### src/hdl/gpdef_regs.svh
// Register map, field positions and reset values of the port D/E/F block.
// Assumes a 32-bit AXI4-Lite register bus with byte addresses.
`ifndef GPDEF_REGS_SVH
`define GPDEF_REGS_SVH

// Printed offsets are not all multiples of four: they are indices, byte address = 4 * index
`define GPDEF_IDX_D_DATA 12'h003
`define GPDEF_IDX_E_DATA 12'h008
`define GPDEF_IDX_F_DATA 12'h440
`define GPDEF_IDX_D_DIR 12'h004
`define GPDEF_IDX_D_PUE 12'h005
`define GPDEF_IDX_E_DIR 12'h00C
`define GPDEF_IDX_F_DIR 12'h444
`define GPDEF_IDX_SHARE 12'h450
`define GPDEF_ADDR_W 14

// Sharing control register fields
`define GPDEF_SHARE_SERIAL_EN 0
`define GPDEF_SHARE_SPI_EN 1
`define GPDEF_SHARE_TIM_LSB 4

`define GPDEF_E_WIDTH 6
`define GPDEF_D_WIDTH 8
`define GPDEF_F_WIDTH 8
`define GPDEF_DIR_RESET 8'h00
`define GPDEF_SHARE_RESET 8'h00
`define GPDEF_RESP_OKAY 2'b00
`define GPDEF_RESP_SLVERR 2'b10

`endif

### src/hdl/gpdef_pkg.sv
// Types shared by the port D/E/F block.
// Assumes gpdef_regs.svh supplies the numeric constants.
package gpdef_pkg;

  // One 8-bit port pin bundle, towards the pads
  typedef struct packed {
    logic [7:0] out;
    logic [7:0] oe;
  } gpdef_pad_s;

  // Per-pin override from a peripheral that owns a pin
  typedef struct packed {
    logic [7:0] own;
    logic [7:0] oe;
    logic [7:0] out;
  } gpdef_ovr_s;

  typedef enum logic [1:0] {
    GPDEF_W_IDLE,
    GPDEF_W_RESP
  } gpdef_wstate_e;

endpackage

### src/hdl/gpdef_top.sv
// Ports D, E and F: data latches, direction, pullups on port D only and peripheral pin sharing.
// Assumes pads outside resolve out/oe/pullup; peripherals on the same clock.
`timescale 1ns/1ps
`default_nettype none
`include "gpdef_regs.svh"

module gpdef_top
  import gpdef_pkg::*;
(
  input wire logic I_CLK_SYS,
  input wire logic I_RST_B,
  // AXI4-Lite slave
  input wire logic [`GPDEF_ADDR_W-1:0] i_awaddr,
  input wire logic i_awvalid,
  output logic o_awready,
  input wire logic [31:0] i_wdata,
  input wire logic [3:0] i_wstrb,
  input wire logic i_wvalid,
  output logic o_wready,
  output logic [1:0] o_bresp,
  output logic o_bvalid,
  input wire logic i_bready,
  input wire logic [`GPDEF_ADDR_W-1:0] i_araddr,
  input wire logic i_arvalid,
  output logic o_arready,
  output logic [31:0] o_rdata,
  output logic [1:0] o_rresp,
  output logic o_rvalid,
  input wire logic i_rready,
  // Pads
  input wire logic [7:0] i_port_d_pin,
  output logic [7:0] o_port_d_out,
  output logic [7:0] o_port_d_oe,
  output logic [7:0] o_port_d_pullup,
  input wire logic [5:0] i_port_e_pin,
  output logic [5:0] o_port_e_out,
  output logic [5:0] o_port_e_oe,
  input wire logic [7:0] i_port_f_pin,
  output logic [7:0] o_port_f_out,
  output logic [7:0] o_port_f_oe,
  // SPI module: per-pin ownership and drive of port D
  input wire logic [7:0] i_spi_pin_own,
  input wire logic [7:0] i_spi_pin_oe,
  input wire logic [7:0] i_spi_pin_out,
  // Serial module
  input wire logic i_serial_tx,
  output logic o_serial_rx,
  // Timer 2 channels five to two, index 3 is channel 5
  input wire logic [3:0] i_timer2_ch_out,
  input wire logic [3:0] i_timer2_ch_oe,
  output logic [3:0] o_timer2_ch_in
);

  // ==========================================================================
  // Registers
  // ==========================================================================
  logic [7:0] port_d_data_latch_q;
  logic [5:0] port_e_data_latch_q;
  logic [7:0] port_f_data_latch_q;
  logic [7:0] port_d_direction_q;
  logic [7:0] port_d_pullup_enable_q;
  logic [5:0] port_e_direction_q;
  logic [7:0] port_f_direction_q;
  logic [7:0] share_q;

  logic serial_module_enable;
  logic spi_module_enable;
  logic [3:0] timer_edge_level_select;
  assign serial_module_enable = share_q[`GPDEF_SHARE_SERIAL_EN];
  assign spi_module_enable = share_q[`GPDEF_SHARE_SPI_EN];
  assign timer_edge_level_select = share_q[`GPDEF_SHARE_TIM_LSB +: 4];

  // ==========================================================================
  // Pin synchronisers
  // ==========================================================================
  logic [21:0] pin_meta_q;
  logic [21:0] pin_sync_q;
  logic [7:0] pin_d;
  logic [5:0] pin_e;
  logic [7:0] pin_f;

  // First stage feeds only the second stage
  always_ff @(posedge I_CLK_SYS or negedge I_RST_B) begin
    if (!I_RST_B) begin
      pin_meta_q <= '0;
      pin_sync_q <= '0;
    end else begin
      pin_meta_q <= {i_port_f_pin, i_port_e_pin, i_port_d_pin};
      pin_sync_q <= pin_meta_q;
    end
  end
  assign pin_d = pin_sync_q[7:0];
  assign pin_e = pin_sync_q[13:8];
  assign pin_f = pin_sync_q[21:14];

  // ==========================================================================
  // AXI4-Lite write channel
  // ==========================================================================
  gpdef_wstate_e wstate_q;
  logic aw_held_q;
  logic w_held_q;
  logic [`GPDEF_ADDR_W-1:0] awaddr_q;
  logic [31:0] wdata_q;
  logic [3:0] wstrb_q;
  logic bvalid_q;
  logic [1:0] bresp_q;
  logic wr_fire;
  logic [11:0] wr_idx;
  logic wr_hit;
  logic wr_lane0;

  // Address and data are accepted independently, one write at a time
  assign o_awready = (wstate_q == GPDEF_W_IDLE) && !aw_held_q;
  assign o_wready = (wstate_q == GPDEF_W_IDLE) && !w_held_q;
  assign wr_fire = (wstate_q == GPDEF_W_IDLE) && aw_held_q && w_held_q;
  assign wr_idx = awaddr_q[`GPDEF_ADDR_W-1:2];
  assign wr_lane0 = wstrb_q[0];

  always_comb begin
    case (wr_idx)
      `GPDEF_IDX_D_DATA, `GPDEF_IDX_E_DATA, `GPDEF_IDX_F_DATA,
      `GPDEF_IDX_D_DIR, `GPDEF_IDX_D_PUE, `GPDEF_IDX_E_DIR,
      `GPDEF_IDX_F_DIR, `GPDEF_IDX_SHARE: wr_hit = 1'b1;
      default: wr_hit = 1'b0;
    endcase
  end

  always_ff @(posedge I_CLK_SYS or negedge I_RST_B) begin
    if (!I_RST_B) begin
      wstate_q <= GPDEF_W_IDLE;
      aw_held_q <= 1'b0;
      w_held_q <= 1'b0;
      awaddr_q <= '0;
      wdata_q <= '0;
      wstrb_q <= '0;
      bvalid_q <= 1'b0;
      bresp_q <= `GPDEF_RESP_OKAY;
    end else begin
      case (wstate_q)
        GPDEF_W_IDLE: begin
          if (i_awvalid && o_awready) begin
            aw_held_q <= 1'b1;
            awaddr_q <= i_awaddr;
          end
          if (i_wvalid && o_wready) begin
            w_held_q <= 1'b1;
            wdata_q <= i_wdata;
            wstrb_q <= i_wstrb;
          end
          if (wr_fire) begin
            aw_held_q <= 1'b0;
            w_held_q <= 1'b0;
            bvalid_q <= 1'b1;
            bresp_q <= wr_hit ? `GPDEF_RESP_OKAY : `GPDEF_RESP_SLVERR;
            wstate_q <= GPDEF_W_RESP;
          end
        end
        GPDEF_W_RESP: begin
          if (i_bready) begin
            bvalid_q <= 1'b0;
            wstate_q <= GPDEF_W_IDLE;
          end
        end
        default: wstate_q <= GPDEF_W_IDLE;
      endcase
    end
  end
  assign o_bvalid = bvalid_q;
  assign o_bresp = bresp_q;

  // ==========================================================================
  // Register storage
  // ==========================================================================
  // Data latches have no reset: their power-up value is whatever the flops hold
  always_ff @(posedge I_CLK_SYS) begin
    if (wr_fire && wr_lane0) begin
      case (wr_idx)
        `GPDEF_IDX_D_DATA: port_d_data_latch_q <= wdata_q[7:0];
        `GPDEF_IDX_E_DATA: port_e_data_latch_q <= wdata_q[5:0];
        `GPDEF_IDX_F_DATA: port_f_data_latch_q <= wdata_q[7:0];
        default: ;
      endcase
    end
  end

  always_ff @(posedge I_CLK_SYS or negedge I_RST_B) begin
    if (!I_RST_B) begin
      port_d_direction_q <= `GPDEF_DIR_RESET;
      port_e_direction_q <= '0;
      port_f_direction_q <= `GPDEF_DIR_RESET;
    end else if (wr_fire && wr_lane0) begin
      case (wr_idx)
        `GPDEF_IDX_D_DIR: port_d_direction_q <= wdata_q[7:0];
        `GPDEF_IDX_E_DIR: port_e_direction_q <= wdata_q[5:0];
        `GPDEF_IDX_F_DIR: port_f_direction_q <= wdata_q[7:0];
        default: ;
      endcase
    end
  end

  // Pullup enables and sharing controls reset to off so pads start quiet
  always_ff @(posedge I_CLK_SYS or negedge I_RST_B) begin
    if (!I_RST_B) begin
      port_d_pullup_enable_q <= 8'h00;
      share_q <= `GPDEF_SHARE_RESET;
    end else if (wr_fire && wr_lane0) begin
      case (wr_idx)
        `GPDEF_IDX_D_PUE: port_d_pullup_enable_q <= wdata_q[7:0];
        `GPDEF_IDX_SHARE: share_q <= wdata_q[7:0];
        default: ;
      endcase
    end
  end

  // ==========================================================================
  // AXI4-Lite read channel
  // ==========================================================================
  logic rvalid_q;
  logic [31:0] rdata_q;
  logic [1:0] rresp_q;
  logic [7:0] rd_val;
  logic rd_hit;

  assign o_arready = !rvalid_q;

  always_comb begin
    rd_val = 8'h00;
    rd_hit = 1'b1;
    case (i_araddr[`GPDEF_ADDR_W-1:2])
      `GPDEF_IDX_D_DATA:
        rd_val = (port_d_direction_q & port_d_data_latch_q)
               | (~port_d_direction_q & pin_d);
      `GPDEF_IDX_E_DATA:
        rd_val = {2'b00, (port_e_direction_q & port_e_data_latch_q)
               | (~port_e_direction_q & pin_e)};
      `GPDEF_IDX_F_DATA:
        rd_val = (port_f_direction_q & port_f_data_latch_q)
               | (~port_f_direction_q & pin_f);
      `GPDEF_IDX_D_DIR: rd_val = port_d_direction_q;
      `GPDEF_IDX_D_PUE: rd_val = port_d_pullup_enable_q;
      `GPDEF_IDX_E_DIR: rd_val = {2'b00, port_e_direction_q};
      `GPDEF_IDX_F_DIR: rd_val = port_f_direction_q;
      `GPDEF_IDX_SHARE: rd_val = share_q;
      default: rd_hit = 1'b0;
    endcase
  end

  always_ff @(posedge I_CLK_SYS or negedge I_RST_B) begin
    if (!I_RST_B) begin
      rvalid_q <= 1'b0;
      rdata_q <= '0;
      rresp_q <= `GPDEF_RESP_OKAY;
    end else if (i_arvalid && o_arready) begin
      rvalid_q <= 1'b1;
      rdata_q <= {24'h00_0000, rd_val};
      rresp_q <= rd_hit ? `GPDEF_RESP_OKAY : `GPDEF_RESP_SLVERR;
    end else if (i_rready) begin
      rvalid_q <= 1'b0;
    end
  end
  assign o_rvalid = rvalid_q;
  assign o_rdata = rdata_q;
  assign o_rresp = rresp_q;

  // ==========================================================================
  // Pin drive and sharing
  // ==========================================================================
  gpdef_ovr_s ovr_e;
  gpdef_ovr_s ovr_f;
  gpdef_pad_s pad_d;
  gpdef_pad_s pad_e;
  gpdef_pad_s pad_f;
  logic [7:0] spi_own;

  // SPI ownership only counts while the SPI module is enabled
  assign spi_own = spi_module_enable ? i_spi_pin_own : 8'h00;

  always_comb begin
    ovr_e = '0;
    ovr_e.own[1] = serial_module_enable;
    ovr_e.oe[1] = 1'b0;
    ovr_e.own[0] = serial_module_enable;
    ovr_e.oe[0] = 1'b1;
    ovr_e.out[0] = i_serial_tx;
    ovr_f = '0;
    ovr_f.own[7:4] = timer_edge_level_select;
    ovr_f.oe[7:4] = i_timer2_ch_oe;
    ovr_f.out[7:4] = i_timer2_ch_out;
  end

  genvar g;
  generate
    for (g = 0; g < 8; g = g + 1) begin : g_pin
      always_comb begin
        pad_d.oe[g] = spi_own[g] ? i_spi_pin_oe[g] : port_d_direction_q[g];
        pad_d.out[g] = spi_own[g] ? i_spi_pin_out[g] : port_d_data_latch_q[g];
        pad_f.oe[g] = ovr_f.own[g] ? ovr_f.oe[g] : port_f_direction_q[g];
        pad_f.out[g] = ovr_f.own[g] ? ovr_f.out[g] : port_f_data_latch_q[g];
      end
      // Port E has six pins; selecting at elaboration keeps indices in range
      if (g < 6) begin : g_e
        always_comb begin
          pad_e.oe[g] = ovr_e.own[g] ? ovr_e.oe[g] : port_e_direction_q[g];
          pad_e.out[g] = ovr_e.own[g] ? ovr_e.out[g] : port_e_data_latch_q[g];
        end
      end else begin : g_e_idle
        always_comb begin
          pad_e.oe[g] = 1'b0;
          pad_e.out[g] = 1'b0;
        end
      end
    end
  endgenerate

  assign o_port_d_out = pad_d.out;
  assign o_port_d_oe = pad_d.oe;
  // Pullup follows the actual driver state, so an SPI-driven pin is not pulled
  assign o_port_d_pullup = port_d_pullup_enable_q & ~pad_d.oe;
  assign o_port_e_out = pad_e.out[5:0];
  assign o_port_e_oe = pad_e.oe[5:0];
  assign o_port_f_out = pad_f.out;
  assign o_port_f_oe = pad_f.oe;

  // Peripheral inputs see the synchronised pin, held inactive when not owned
  assign o_serial_rx = serial_module_enable ? pin_e[1] : 1'b1;
  assign o_timer2_ch_in = pin_f[7:4] & timer_edge_level_select;

endmodule
`default_nettype wire

### config.mk
export PLATFORM = sky130hd
export DESIGN_NAME = gpdef_top
export DESIGN_NICKNAME = d
export VERILOG_FILES = /design/src/hdl/gpdef_pkg.sv /design/src/hdl/gpdef_top.sv
export VERILOG_INCLUDE_DIRS = /design/src /design/src/hdl
export SDC_FILE = /design/constraint.sdc
export NUM_CORES = 1
export LEC_CHECK = 0
export BUFFER_PORTS_ARGS = -buffer_cell sky130_fd_sc_hd__buf_2
export CAP_MARGIN = 20
export CORE_UTILIZATION = 30
export DETAILED_ROUTE_END_ITERATION = 8
export PLACE_DENSITY = 0.55
export SETUP_SLACK_MARGIN = 0.02
export SYNTH_ARGS = -nofsm -noshare
export SYNTH_HDL_FRONTEND = slang
export SYNTH_SLANG_ARGS = --single-unit
### constraint.sdc
create_clock -name I_CLK_SYS -period 4.91 [get_ports I_CLK_SYS]
set_input_delay 0.491 -clock I_CLK_SYS [delete_from_list [all_inputs] [get_ports I_CLK_SYS]]
set_output_delay 0.491 -clock I_CLK_SYS [all_outputs]
set_load 0.02 [all_outputs]
# After elaboration in Yosys (flattened, before gate mapping)
# Cells that the tools add are included.
[word_totals] regBits=145 output_inout_bits=98
[classes] n_eq_ne=19 muxes=47 bitwise_logic=15 reduce_logical=33
[op_table] op="== test 12 x 11 -> 1 bit, second input constant" n=6
[op_table] op="case mux 8 bit (8 select lines)" n=1
[op_table] op="== test 12 x 3 -> 1 bit, second input constant" n=4
[op_table] op="== test 12 x 4 -> 1 bit, second input constant" n=4
[op_table] op="bitwise AND 8 bit" n=5
[op_table] op="two-way mux 1 bit" n=39
[op_table] op="AND reduction 2 bit" n=14
[op_table] op="== test 12 x 2 -> 1 bit, second input constant" n=2
[op_table] op="inverter 8 bit" n=3
[op_table] op="bitwise OR 8 bit" n=2
[op_table] op="OR reduction 8 bit" n=2
[op_table] op="bitwise AND 6 bit" n=2
[op_table] op="logical AND 1 bit" n=8
[op_table] op="two-way mux 2 bit" n=4
[op_table] op="two-way mux 8 bit" n=1
[op_table] op="nonzero test 2 bit" n=4
[op_table] op="inverter 6 bit" n=1
[op_table] op="bitwise OR 6 bit" n=1
[op_table] op="bitwise AND 4 bit" n=1
[op_table] op="inequality test 2 bit, second input constant" n=2
[op_table] op="case mux 2 bit (2 select lines)" n=1
[op_table] op="zero test 1 bit" n=3
[op_table] op="AND reduction 3 bit" n=1
[op_table] op="== test 2 x 1 -> 1 bit, second input constant" n=1
[op_table] op="other kinds (2)" n=2

# Longest topological paths before layout
# Gate-level depths: netlist of run 1.
[logic_depth] depth_word=5 mapped_depth=7 ltp_nobuf=5

# Least setup slack after synthesis of run 1
# No wires, ideal clock.
[synth_timing] path_kind="reg-to-reg" from="register awaddr_q[3]" to="register port_f_data_latch_q[0] (enable)" t_arrival_ps=1980 path_slack_ps=2535 path_stages_with_launch=6 synth_period_minus_slack_ps=2375 path_cell_list="dfrtp_1 > clkbuf_1 > nor3_1 > nand4_1 > or2_2 > nor4_1"
[synth_between] elab_chain_len=2
[synth_lines] item="start, declared" line="gpdef_top.sv:102" source="logic [`GPDEF_ADDR_W-1:0] awaddr_q;"
[synth_lines] item="start signal, assigned" line="gpdef_top.sv:143" source="awaddr_q <= i_awaddr;"
[synth_lines] item="== test 12 x 11 -> 1 bit" line="gpdef_top.sv:177" source="case (wr_idx)"
[synth_lines] item="AND reduction 2 bit (no source line)"
[synth_lines] item="end signal, assigned" line="gpdef_top.sv:180" source="`GPDEF_IDX_F_DATA: port_f_data_latch_q <= wdata_q[7:0];"
[synth_lines] item="end, declared" line="gpdef_top.sv:59" source="logic [7:0] port_f_data_latch_q;"
# Every way passes these cells.
# A chain may end at the register's enable or synchronous reset.

==> flow_metrics.env, run 1 <==
export IMPL_synth_top_family_by_area="multiplexers"
export IMPL_setup_viol=0
export IMPL_grt_pass1_vias=4526
export IMPL_antenna_found_initial=0
export IMPL_num_nets_final=782
export IMPL_synth_xor_area_share=0
export IMPL_fin_crit_ns=2.50
export IMPL_rsz0062_at_grt="false"
export IMPL_finalMaxSlewViolations=0
export IMPL_power_density_nw_per_um2=420
export IMPL_worstPathRequired_ns=5.20
export IMPL_syn_avg_cell_area_um2=12.6
export IMPL_ys_seq_elements=139
export IMPL_ys_seq_area_frac=0.570
export IMPL_first_iter_violations=253
export IMPL_synth_compound_area_frac=0.0725
export IMPL_startpoint="o_bvalid"
export IMPL_ioPinCount=224
export IMPL_clkLatencyLatePin_ns=0.41
export IMPL_hold_viol_final=0
export IMPL_wl_per_cell_um=18.2
export IMPL_whs_path_depth=1
export IMPL_grt_max_degree=76
export IMPL_die_area_um2=21600
export IMPL_detail_route_antenna_nets=0
export IMPL_grt_pass1_wl_um=26400
export IMPL_reg2reg_slack_ns=2.41
export IMPL_path_clk_slew_ns=0.06
export IMPL_hold_class="in -> reg"
export IMPL_tns_ns=0
export IMPL_drv_cap=0
export IMPL_timing_rr_end="port_d_pullup_enable_q[2]"
export IMPL_numCtsBuffers=17
export IMPL_slew_headroom=0.317
export IMPL_track_usage=0.166
export IMPL_cts_sinks=139
export IMPL_wirelength_um=17100
export IMPL_cp_max_fo=8
export IMPL_rows=52
export IMPL_drive_gt1_frac=0.444
export IMPL_rr_worst_depth=5
export IMPL_power_leakage_nw=3.65
export IMPL_synth_cells=499
export IMPL_die_height_um=147
export IMPL_root_buffer="clkbuf_16"
export IMPL_synthSimpleGateAreaFrac=0.113
export IMPL_cts_tree="done"
export IMPL_synth_edf_count=22
export IMPL_p_total_w=0.00332
export IMPL_nFillCells=2018
export IMPL_drc=0
export IMPL_synth_adder_area_share=0
export IMPL_ys_async_sr_fraction=0.842
export IMPL_routed_via_density=4.69
export IMPL_first_pass_iters=6
export IMPL_io_buffer_count=166
export IMPL_fp_dieW_um=147
export IMPL_hpwl_um=12700
export IMPL_area_growth_pct=25.5
export IMPL_period_share=0.510
export IMPL_arrival_ns=2.80
export IMPL_syn_area_um2=6300
export IMPL_vias=4403
export IMPL_path_class="reg -> reg"
export IMPL_holdCritStartpoint="i_port_e_pin[3]"
export IMPL_max_vdd_ir_drop_mv=0.209
export IMPL_antenna_cells=0
export IMPL_min_to="pin_meta_q[11]"
export IMPL_clk_path_buf_depth=2
export IMPL_worstMarginPinSlew_ns=1.02
export IMPL_initial_core_util=0.308
export IMPL_synthFlopType="dfrtp_1"
export IMPL_ys_warn_count=0
export IMPL_grt_overflow=0
export IMPL_fmax_mhz=399
export IMPL_timing_rr_start="o_bvalid"
export IMPL_coreArea_um2=20400
export IMPL_muxShareOfSynthArea=0.177
export IMPL_worst_setup_path_end_kind="register"
export IMPL_start_kind="register"
export IMPL_htree_levels=4
export IMPL_ys_types=57
export IMPL_finClkSkew_ns=0.00745
export IMPL_status="finished, final reports clean"
export IMPL_gp_congestion=0.826
==> how the worst max path moves through the flow <==
stage | endpoint | cells after the start
after floorplan | port_f_data_latch_q[0] | 5
after global placement | o_rdata[0] | 6
after detailed placement | o_rdata[0] | 6
after CTS | port_d_pullup_enable_q[2] | 5
after global routing | port_d_pullup_enable_q[1] | 5
final | port_d_pullup_enable_q[2] | 5
==> worst max-delay path: stages (launching register included) <==
cell and delay (ns):
dfrtp_1 0.42, nand3b_1 0.32, nor3_2 0.33, nand3_2 0.20, nor4b_4 0.68, mux2_2 0.42
==> stage by stage <==
stage                     utilization  setup slack (ns)  hold slack (ns)  instances  cell area [um^2]
after global placement          0.353              2.28            0.334        905              7210
after detailed placement        0.353              2.20            0.335        905              7210
after CTS                       0.385              2.37            0.158        937              7860
final                           0.387              2.41            0.180        939              7900
after global routing            0.387              2.17            0.157        939              7900
after floorplan                     -              2.54            0.195        524              6390
==> state kept, by name, summed over array words and instances, names as in the netlist <==
signal                  cells
port_f_data_latch_q         8
wstrb_q                     1
port_e_direction_q          6
port_e_data_latch_q         6
o_rvalid                    1
port_d_data_latch_q         8
wdata_q                     8
pin_sync_q                 22
awaddr_q                   12
o_bresp                     1
o_rdata                     8
port_d_direction_q          8
port_f_direction_q          8
o_rresp                     1
w_held_q                    1
pin_meta_q                 22
share_q                     8
o_bvalid                    1
port_d_pullup_enable_q      8
aw_held_q                   1
==> cells in the mapped netlist, types with 3 or more instances <==
library cell | count | share of area
nand3_1 | 7 | 0.0056
a221o_1 | 4 | 0.0064
nand2b_1 | 7 | 0.0070
o211ai_1 | 3 | 0.0036
or2_2 | 3 | 0.0030
or3_1 | 4 | 0.0040
mux2_2 | 84 | 0.15
o22a_1 | 4 | 0.0056
and2_1 | 5 | 0.0050
o21a_1 | 3 | 0.0036
clkbuf_1 | 13 | 0.0078
edfxtp_1 | 22 | 0.10
o21ai_0 | 14 | 0.011
mux2i_1 | 17 | 0.027
a21oi_1 | 7 | 0.0056
nor2b_1 | 12 | 0.012
nor3_1 | 10 | 0.0079
nand4_1 | 3 | 0.0030
a21o_1 | 8 | 0.0095
nor2_1 | 25 | 0.015
buf_2 | 3 | 0.0024
inv_1 | 11 | 0.0066
o22ai_1 | 6 | 0.0060
nor3b_1 | 3 | 0.0036
a22oi_1 | 4 | 0.0048
buf_4 | 42 | 0.050
dfrtp_1 | 117 | 0.47
nand2_1 | 26 | 0.016
==> per-layer routing <==
metal	vias to the layer above	track usage	wire length [um]
li1	2050	-	-
met1	2150	0.212	7330
met3	16	0.0494	1310
met4	0	0.0542	237
met5	-	0	0
met2	187	0.268	8260
==> cell type report <==
cell class	count	area [um^2]	area share
Sequential cell	139	3590	0.454
Multi-Input combinational cell	316	2390	0.302
Clock buffer	21	460	0.0583
Inverter	11	41.3	0.00523
Tap cell	270	338	0.0428
Timing Repair Buffer	171	893	0.113
Clock inverter	11	191	0.0242
==> cell families (layout without fill, tap and decap cells) <==
logic type             after synthesis  in the layout
DFF                                139            139
and+or+nand+nor                    124            124
muxes                              101            101
buffers and inverters               69            214
AOI/OAI and AO/OA                   65             65
other                                1             26
==> placed cells by master (no fill, tap or decap), types with 8 or more instances in the layout <==
| cell type | count |
|---|---|
| dfrtp_1 | 117 |
| nor2b_1 | 12 |
| inv_1 | 11 |
| conb_1 | 26 |
| mux2i_1 | 17 |
| edfxtp_1 | 22 |
| nand2_1 | 26 |
| mux2_2 | 84 |
| a21o_1 | 8 |
| buf_2 | 165 |
| nor3_1 | 10 |
| clkbuf_16 | 17 |
| nor2_1 | 25 |
| o21ai_0 | 14 |
==> timing repair <==
action	4_1_cts	5_1_grt
endpoints found under the hold margin	0	5
gates resized for setup	0	0
hold buffers	0	1
setup buffers	0	0
==> power breakdown <==
group          internal [W]  total (W)  switching [W]
sequential          0.00133    0.00152       0.000193
combinational      0.000198   0.000401       0.000203
clock              0.000927    0.00140       0.000473
Power figures use the tool's default switching activity.
==> inputs of run 2 (changes only) <==
- PLACE_DENSITY: 0.55 -> 0.57
- clock period: 4.91 -> 2.12 ns (I/O delays scaled with it)
==> flow_metrics.env, run 2 (synthesis results as in run 1) <==
export IMPL_grt_pass1_vias=4622
export IMPL_gp_congestion=0.788
export IMPL_drc=0
export IMPL_path_clk_slew_ns=0.06
export IMPL_dpl_cell_area_um2=7600
export IMPL_clk_path_buf_depth=2
export IMPL_path_class="reg -> reg"
export IMPL_detail_route_antenna_nets=0
export IMPL_arrival_ns=2.29
export IMPL_power_density_nw_per_um2=906
export IMPL_wl_per_cell_um=17.1
export IMPL_p_total_w=0.00771
export IMPL_route_met2_wl_um=8010
export IMPL_worst_setup_path_end_kind="register"
export IMPL_nFillCells=1970
export IMPL_worstPathRequired_ns=2.42
export IMPL_cp_max_fo=8
export IMPL_power_leakage_nw=3.96
export IMPL_fin_area_um2=8510
export IMPL_start_kind="register"
export IMPL_hold_viol_final=0
export IMPL_max_vdd_ir_drop_mv=0.665
export IMPL_area_growth_pct=35.1
export IMPL_slew_headroom=0.590
export IMPL_whs_path_depth=2
export IMPL_finClkSkew_ns=0.00763
export IMPL_vias=4569
export IMPL_finalMaxSlewViolations=0
export IMPL_grt_max_degree=43
export IMPL_hold_class="in -> reg"
export IMPL_period_share=0.941
export IMPL_fmax_mhz=501
export IMPL_routed_top_layer="met4"
export IMPL_rr_worst_depth=6
export IMPL_coreArea_um2=20400
export IMPL_drive_gt1_frac=0.471
export IMPL_drv_cap=0
export IMPL_status="finished, final reports clean"
export IMPL_ioPinCount=224
export IMPL_setup_viol=0
export IMPL_tns_ns=0
export IMPL_final_common_cell="buf_2"
export IMPL_final_cell_mix="165 x buf_2, 116 x dfrtp_1, 84 x mux2_2"
export IMPL_fp_dieW_um=147
export IMPL_grt_pass1_wl_um=26700
export IMPL_finish_utilization=0.416
export IMPL_grt_overflow=0
export IMPL_antenna_found_initial=1
export IMPL_layoutNonFillerInstCount=1006
export IMPL_worstMarginPinSlew_ns=0.615
export IMPL_root_buffer="clkbuf_16"
export IMPL_numCtsBuffers=17
export IMPL_route_met3_wl_um=1200
export IMPL_cts_sinks=139
export IMPL_die_height_um=147
export IMPL_reg_top3="pin_meta_q (22), pin_sync_q (22), awaddr_q (12)"
export IMPL_htree_levels=4
export IMPL_rsz0062_at_grt="false"
export IMPL_cts_tree="done"
export IMPL_routed_via_density=4.54
export IMPL_placed_cells=947
export IMPL_clkLatencyLatePin_ns=0.42
export IMPL_initial_core_util=0.308
export IMPL_hpwl_um=12900
export IMPL_num_nets_final=848
export IMPL_first_pass_iters=6
export IMPL_wl_met1_um=7830
export IMPL_first_iter_violations=276
export IMPL_fin_crit_ns=1.99
export IMPL_rows=52
export IMPL_die_area_um2=21600
export IMPL_track_usage=0.168
export IMPL_wirelength_um=17200
export IMPL_io_buffer_count=166
run 2: cell count changes in the layout (fill, tap and decap cells not counted), moves of 2 or more:
| cell | delta |
|---|---|
| clkbuf_1 | -2 |
| buf_4 | +37 |
| clkinv_4 | -2 |
| clkinvlp_4 | +2 |
| buf_12 | +6 |
| bufinv_16 | -3 |
| dlygate4sd3_1 | +24 |
| clkbuf_8 | +4 |
run 2: power by group:
part           internal, W  total (W)  switching, W
combinational     0.000631    0.00122      0.000590
sequential         0.00307    0.00346      0.000383
clock              0.00192    0.00303       0.00111
total              0.00562    0.00771       0.00209
run 2: worst paths after layout:
kind                           startpoint                   endpoint  slack [ns]
hold reg to reg            pin_meta_q[20]             pin_sync_q[20]        0.35
min in group asynchronous         I_RST_B              pin_meta_q[0]        0.34
setup reg to reg              awaddr_q[7]  port_d_pullup_enable_q[3]        0.13
hold / removal               i_awaddr[13]               awaddr_q[13]        0.03
setup / recovery              awaddr_q[7]  port_d_pullup_enable_q[3]        0.13
max in group asynchronous         I_RST_B                 wdata_q[2]        1.16
run 2: layer usage:
layer  GRT usage  vias to the layer above
met5           0                        -
met4      0.0448                        0
met3      0.0537                        7
met2       0.266                      159
met1       0.220                     2229
li1            -                     2174
run 2: repair_timing:
action                                 in CTS  in global routing
endpoints found under the hold margin      63                  0
gates resized for setup                     2                  4
buffers inserted                            0                  1
setup endpoints to repair                  16                 22
hold buffers                               25                  0
run 2: worst max-delay path, cell delays in order, from the launching register on:
cell and delay (ns):
dfrtp_1 0.37, or3b_4 0.42, nor3_4 0.18, nand3_4 0.13, nor4b_4 0.28, buf_12 0.17
mux2_2 0.33
run 2: area by class of cell:
cell class                      instances  area [um^2]  area share
Antenna cell                            1         2.50    0.000294
Clock buffer                           23          508      0.0597
Clock inverter                          9          109      0.0128
Inverter                               11         41.3     0.00485
Multi-Input combinational cell        316         2410       0.284
Sequential cell                       139         3590       0.422
Tap cell                              270          338      0.0397
Timing Repair Buffer                  237         1500       0.177
run 2: metrics by stage:
| stage | hold slack [ns] | setup slack (ns) |
|---|---|---|
| floorplan | -0.0836 | 0.00416 |
| global placement | 0.264 | 0.0395 |
| CTS | 0.00348 | 0.0399 |
| detailed placement | 0.261 | 0.0276 |
| global route | 0.00838 | 0.0292 |
| finish | 0.0274 | 0.125 |
==> inputs of run 3 (changes only) <==
- ABC_AREA: not set -> 1
- PLACE_DENSITY: 0.57 -> 0.56
==> flow_metrics.env, run 3 <==
export IMPL_first_pass_iters=5
export IMPL_rows=53
export IMPL_tns_ns=0
export IMPL_fin_crit_ns=1.95
export IMPL_ys_types=31
export IMPL_antenna_cells=0
export IMPL_synth_edf_count=22
export IMPL_ys_warn_count=0
export IMPL_die_area_um2=22300
export IMPL_grt_overflow=0
export IMPL_cts_tree="done"
export IMPL_slew_headroom=0.580
export IMPL_synth_area_leader_cell="dfrtp_1"
export IMPL_arrival_ns=1.74
export IMPL_intPower_w=0.00542
export IMPL_finalMaxSlewViolations=0
export IMPL_ioPinCount=224
export IMPL_ys_async_sr_fraction=0.842
export IMPL_power_density_nw_per_um2=897
export IMPL_fmax_mhz=512
export IMPL_synthFlopType="dfrtp_1"
export IMPL_die_height_um=149
export IMPL_cp_max_fo=10
export IMPL_period_share=0.921
export IMPL_fp_dieW_um=149
export IMPL_antenna_found_initial=0
export IMPL_setup_viol=0
export IMPL_rsz0062_at_grt="false"
export IMPL_num_nets_final=1028
export IMPL_ys_seq_elements=139
export IMPL_synth_most_common_cell="nand2_1"
export IMPL_final_common_cell="nand2_1"
export IMPL_hold_class="in -> reg"
export IMPL_netlist_top_cells_count="177 x nand2_1, 117 x dfrtp_1, 67 x inv_1, 67 x nor2_1"
export IMPL_wl_per_cell_um=14.9
export IMPL_drc=0
export IMPL_htree_levels=4
export IMPL_start_kind="register"
export IMPL_synth_cells=714
export IMPL_combPwrFrac=0.146
export IMPL_io_buffer_count=166
export IMPL_status="finished, final reports clean"
export IMPL_routed_via_density=4.37
export IMPL_syn_area_um2=6520
export IMPL_clk_path_buf_depth=2
export IMPL_postCtsSetupRepairBufs=0
export IMPL_wirelength_um=17700
export IMPL_p_switching_w=0.00205
export IMPL_track_usage=0.163
export IMPL_reg_top3="pin_meta_q (22), pin_sync_q (22), awaddr_q (12)"
export IMPL_clkPwrFrac=0.416
export IMPL_place_ws_ns=0.360
export IMPL_grt_pass1_wl_um=27000
export IMPL_ys_top_cells_by_area="dfrtp_1 45%, nand2_1 10%, edfxtp_1 10%"
export IMPL_grt_max_degree=41
export IMPL_area_growth_pct=27.6
export IMPL_drive_gt1_frac=0.281
export IMPL_coreArea_um2=21200
export IMPL_finish_utilization=0.393
export IMPL_path_class="reg -> out"
export IMPL_vias=5205
export IMPL_swShare=0.274
export IMPL_hpwl_um=13300
export IMPL_clkLatencyLatePin_ns=0.42
export IMPL_finClkSkew_ns=0.00587
export IMPL_worstPathRequired_ns=1.91
export IMPL_root_buffer="clkbuf_16"
export IMPL_syn_avg_cell_area_um2=9.14
export IMPL_gp_congestion=0.820
export IMPL_max_vdd_ir_drop_mv=0.588
export IMPL_setup_ws_ns=0.167
export IMPL_cts_sinks=139
export IMPL_p_seq_frac=0.438
export IMPL_initial_core_util=0.308
export IMPL_ys_seq_area_frac=0.550
export IMPL_hold_viol_final=0
export IMPL_grt_pass1_vias=5007
export IMPL_detail_route_antenna_nets=0
export IMPL_first_iter_violations=329
export IMPL_drv_cap=0
export IMPL_worstMarginPinSlew_ns=0.629
export IMPL_worst_setup_path_end_kind="primary output"
export IMPL_path_clk_slew_ns=0.06
export IMPL_numCtsBuffers=17
export IMPL_synth_top_area_frac=0.449
export IMPL_final_cell_mix="177 x nand2_1, 165 x buf_2, 116 x dfrtp_1"
export IMPL_power_leakage_nw=4.18
[run 3: changes by cell type in the layout (fill, tap and decap cells not counted), moves of 8 or more]
cell / delta
a21oi_1: +8
nand2_1: +151
o21ai_1: +13
o21ai_0: +44
inv_1: +56
nor2b_1: -12
nor2_1: +42
mux2i_1: -16
nand3_1: +51
buf_4: -34
mux2_2: -61
a21o_1: -8
[run 3: worst paths after layout]
path	from	to	slack, ns	depth (start not counted)
min in group asynchronous	I_RST_B	awaddr_q[12]	0.27	2
min	i_awaddr[6]	awaddr_q[6]	0.03	2
max in group asynchronous	I_RST_B	port_f_direction_q[6]	1.23	3
max reg2reg	awaddr_q[5]	port_d_direction_q[6]	0.42	6
min reg2reg	pin_meta_q[7]	pin_sync_q[7]	0.35	0
max	share_q[1]	o_port_d_pullup[4]	0.17	4
[run 3: kinds of logic after synthesis]
kind of cell | after synthesis | share of synthesized area
AOI/OAI and AO/OA | 88 | 0.0687
buffers and inverters | 126 | 0.108
DFF | 139 | 0.550
muxes | 24 | 0.0412
other | 1 | 0.000575
and+or+nand+nor | 336 | 0.231
[run 3: power groups by stage]
stage	Combinational, W	Clock, W	Sequential (W)
after CTS	0.00111	0.00317	0.00327
after global placement	0.00105	0	0.00330
final	0.00109	0.00311	0.00327
after floorplan	0.000695	0	0.00327
after global routing	0.00122	0.00328	0.00331
after detailed placement	0.00107	0	0.00331
[run 3: critical path, stage by stage (launching register included)]
cell and delay (ns):
dfrtp_2 0.53, nand2_1 0.19, mux2_2 0.36, nor2_1 0.08
buf_2 0.16
[run 3: final cells by class]
cell class / instances / area [um^2]
Clock inverter: 12 / 170
Inverter: 70 / 263
Multi-Input combinational cell: 474 / 2320
Timing Repair Buffer: 200 / 1190
Fill cell: 2179 / 12800
Clock buffer: 20 / 447
Sequential cell: 139 / 3590
Tap cell: 275 / 344
[run 3: stage by stage]
stage,std cells,area (um^2),hold slack [ns],total power (W)
after floorplan,739,6620,-0.0836,0.00397
after global placement,1133,7450,0.176,0.00435
after detailed placement,1133,7450,0.177,0.00438
after CTS,1190,8320,0.0119,0.00754
after global routing,1190,8320,0.0146,0.00781
final,1190,8320,0.0257,0.00747
[run 3: timing repair]
action	CTS	global route
gates resized for setup	1	0
endpoints found under the setup margin	10	0
endpoints found under the hold margin	50	0
hold buffers	25	0
[run 3: routing by layer]
layer  GRT usage  up-vias  share of wire  routed length (um)
li1            -     2610              -                   -
met1       0.217     2441           0.47                8290
met2       0.262      142           0.47                8250
met3      0.0332       12          0.053                 937
met4      0.0561        0          0.012                 214
met5           0        -              0                   0
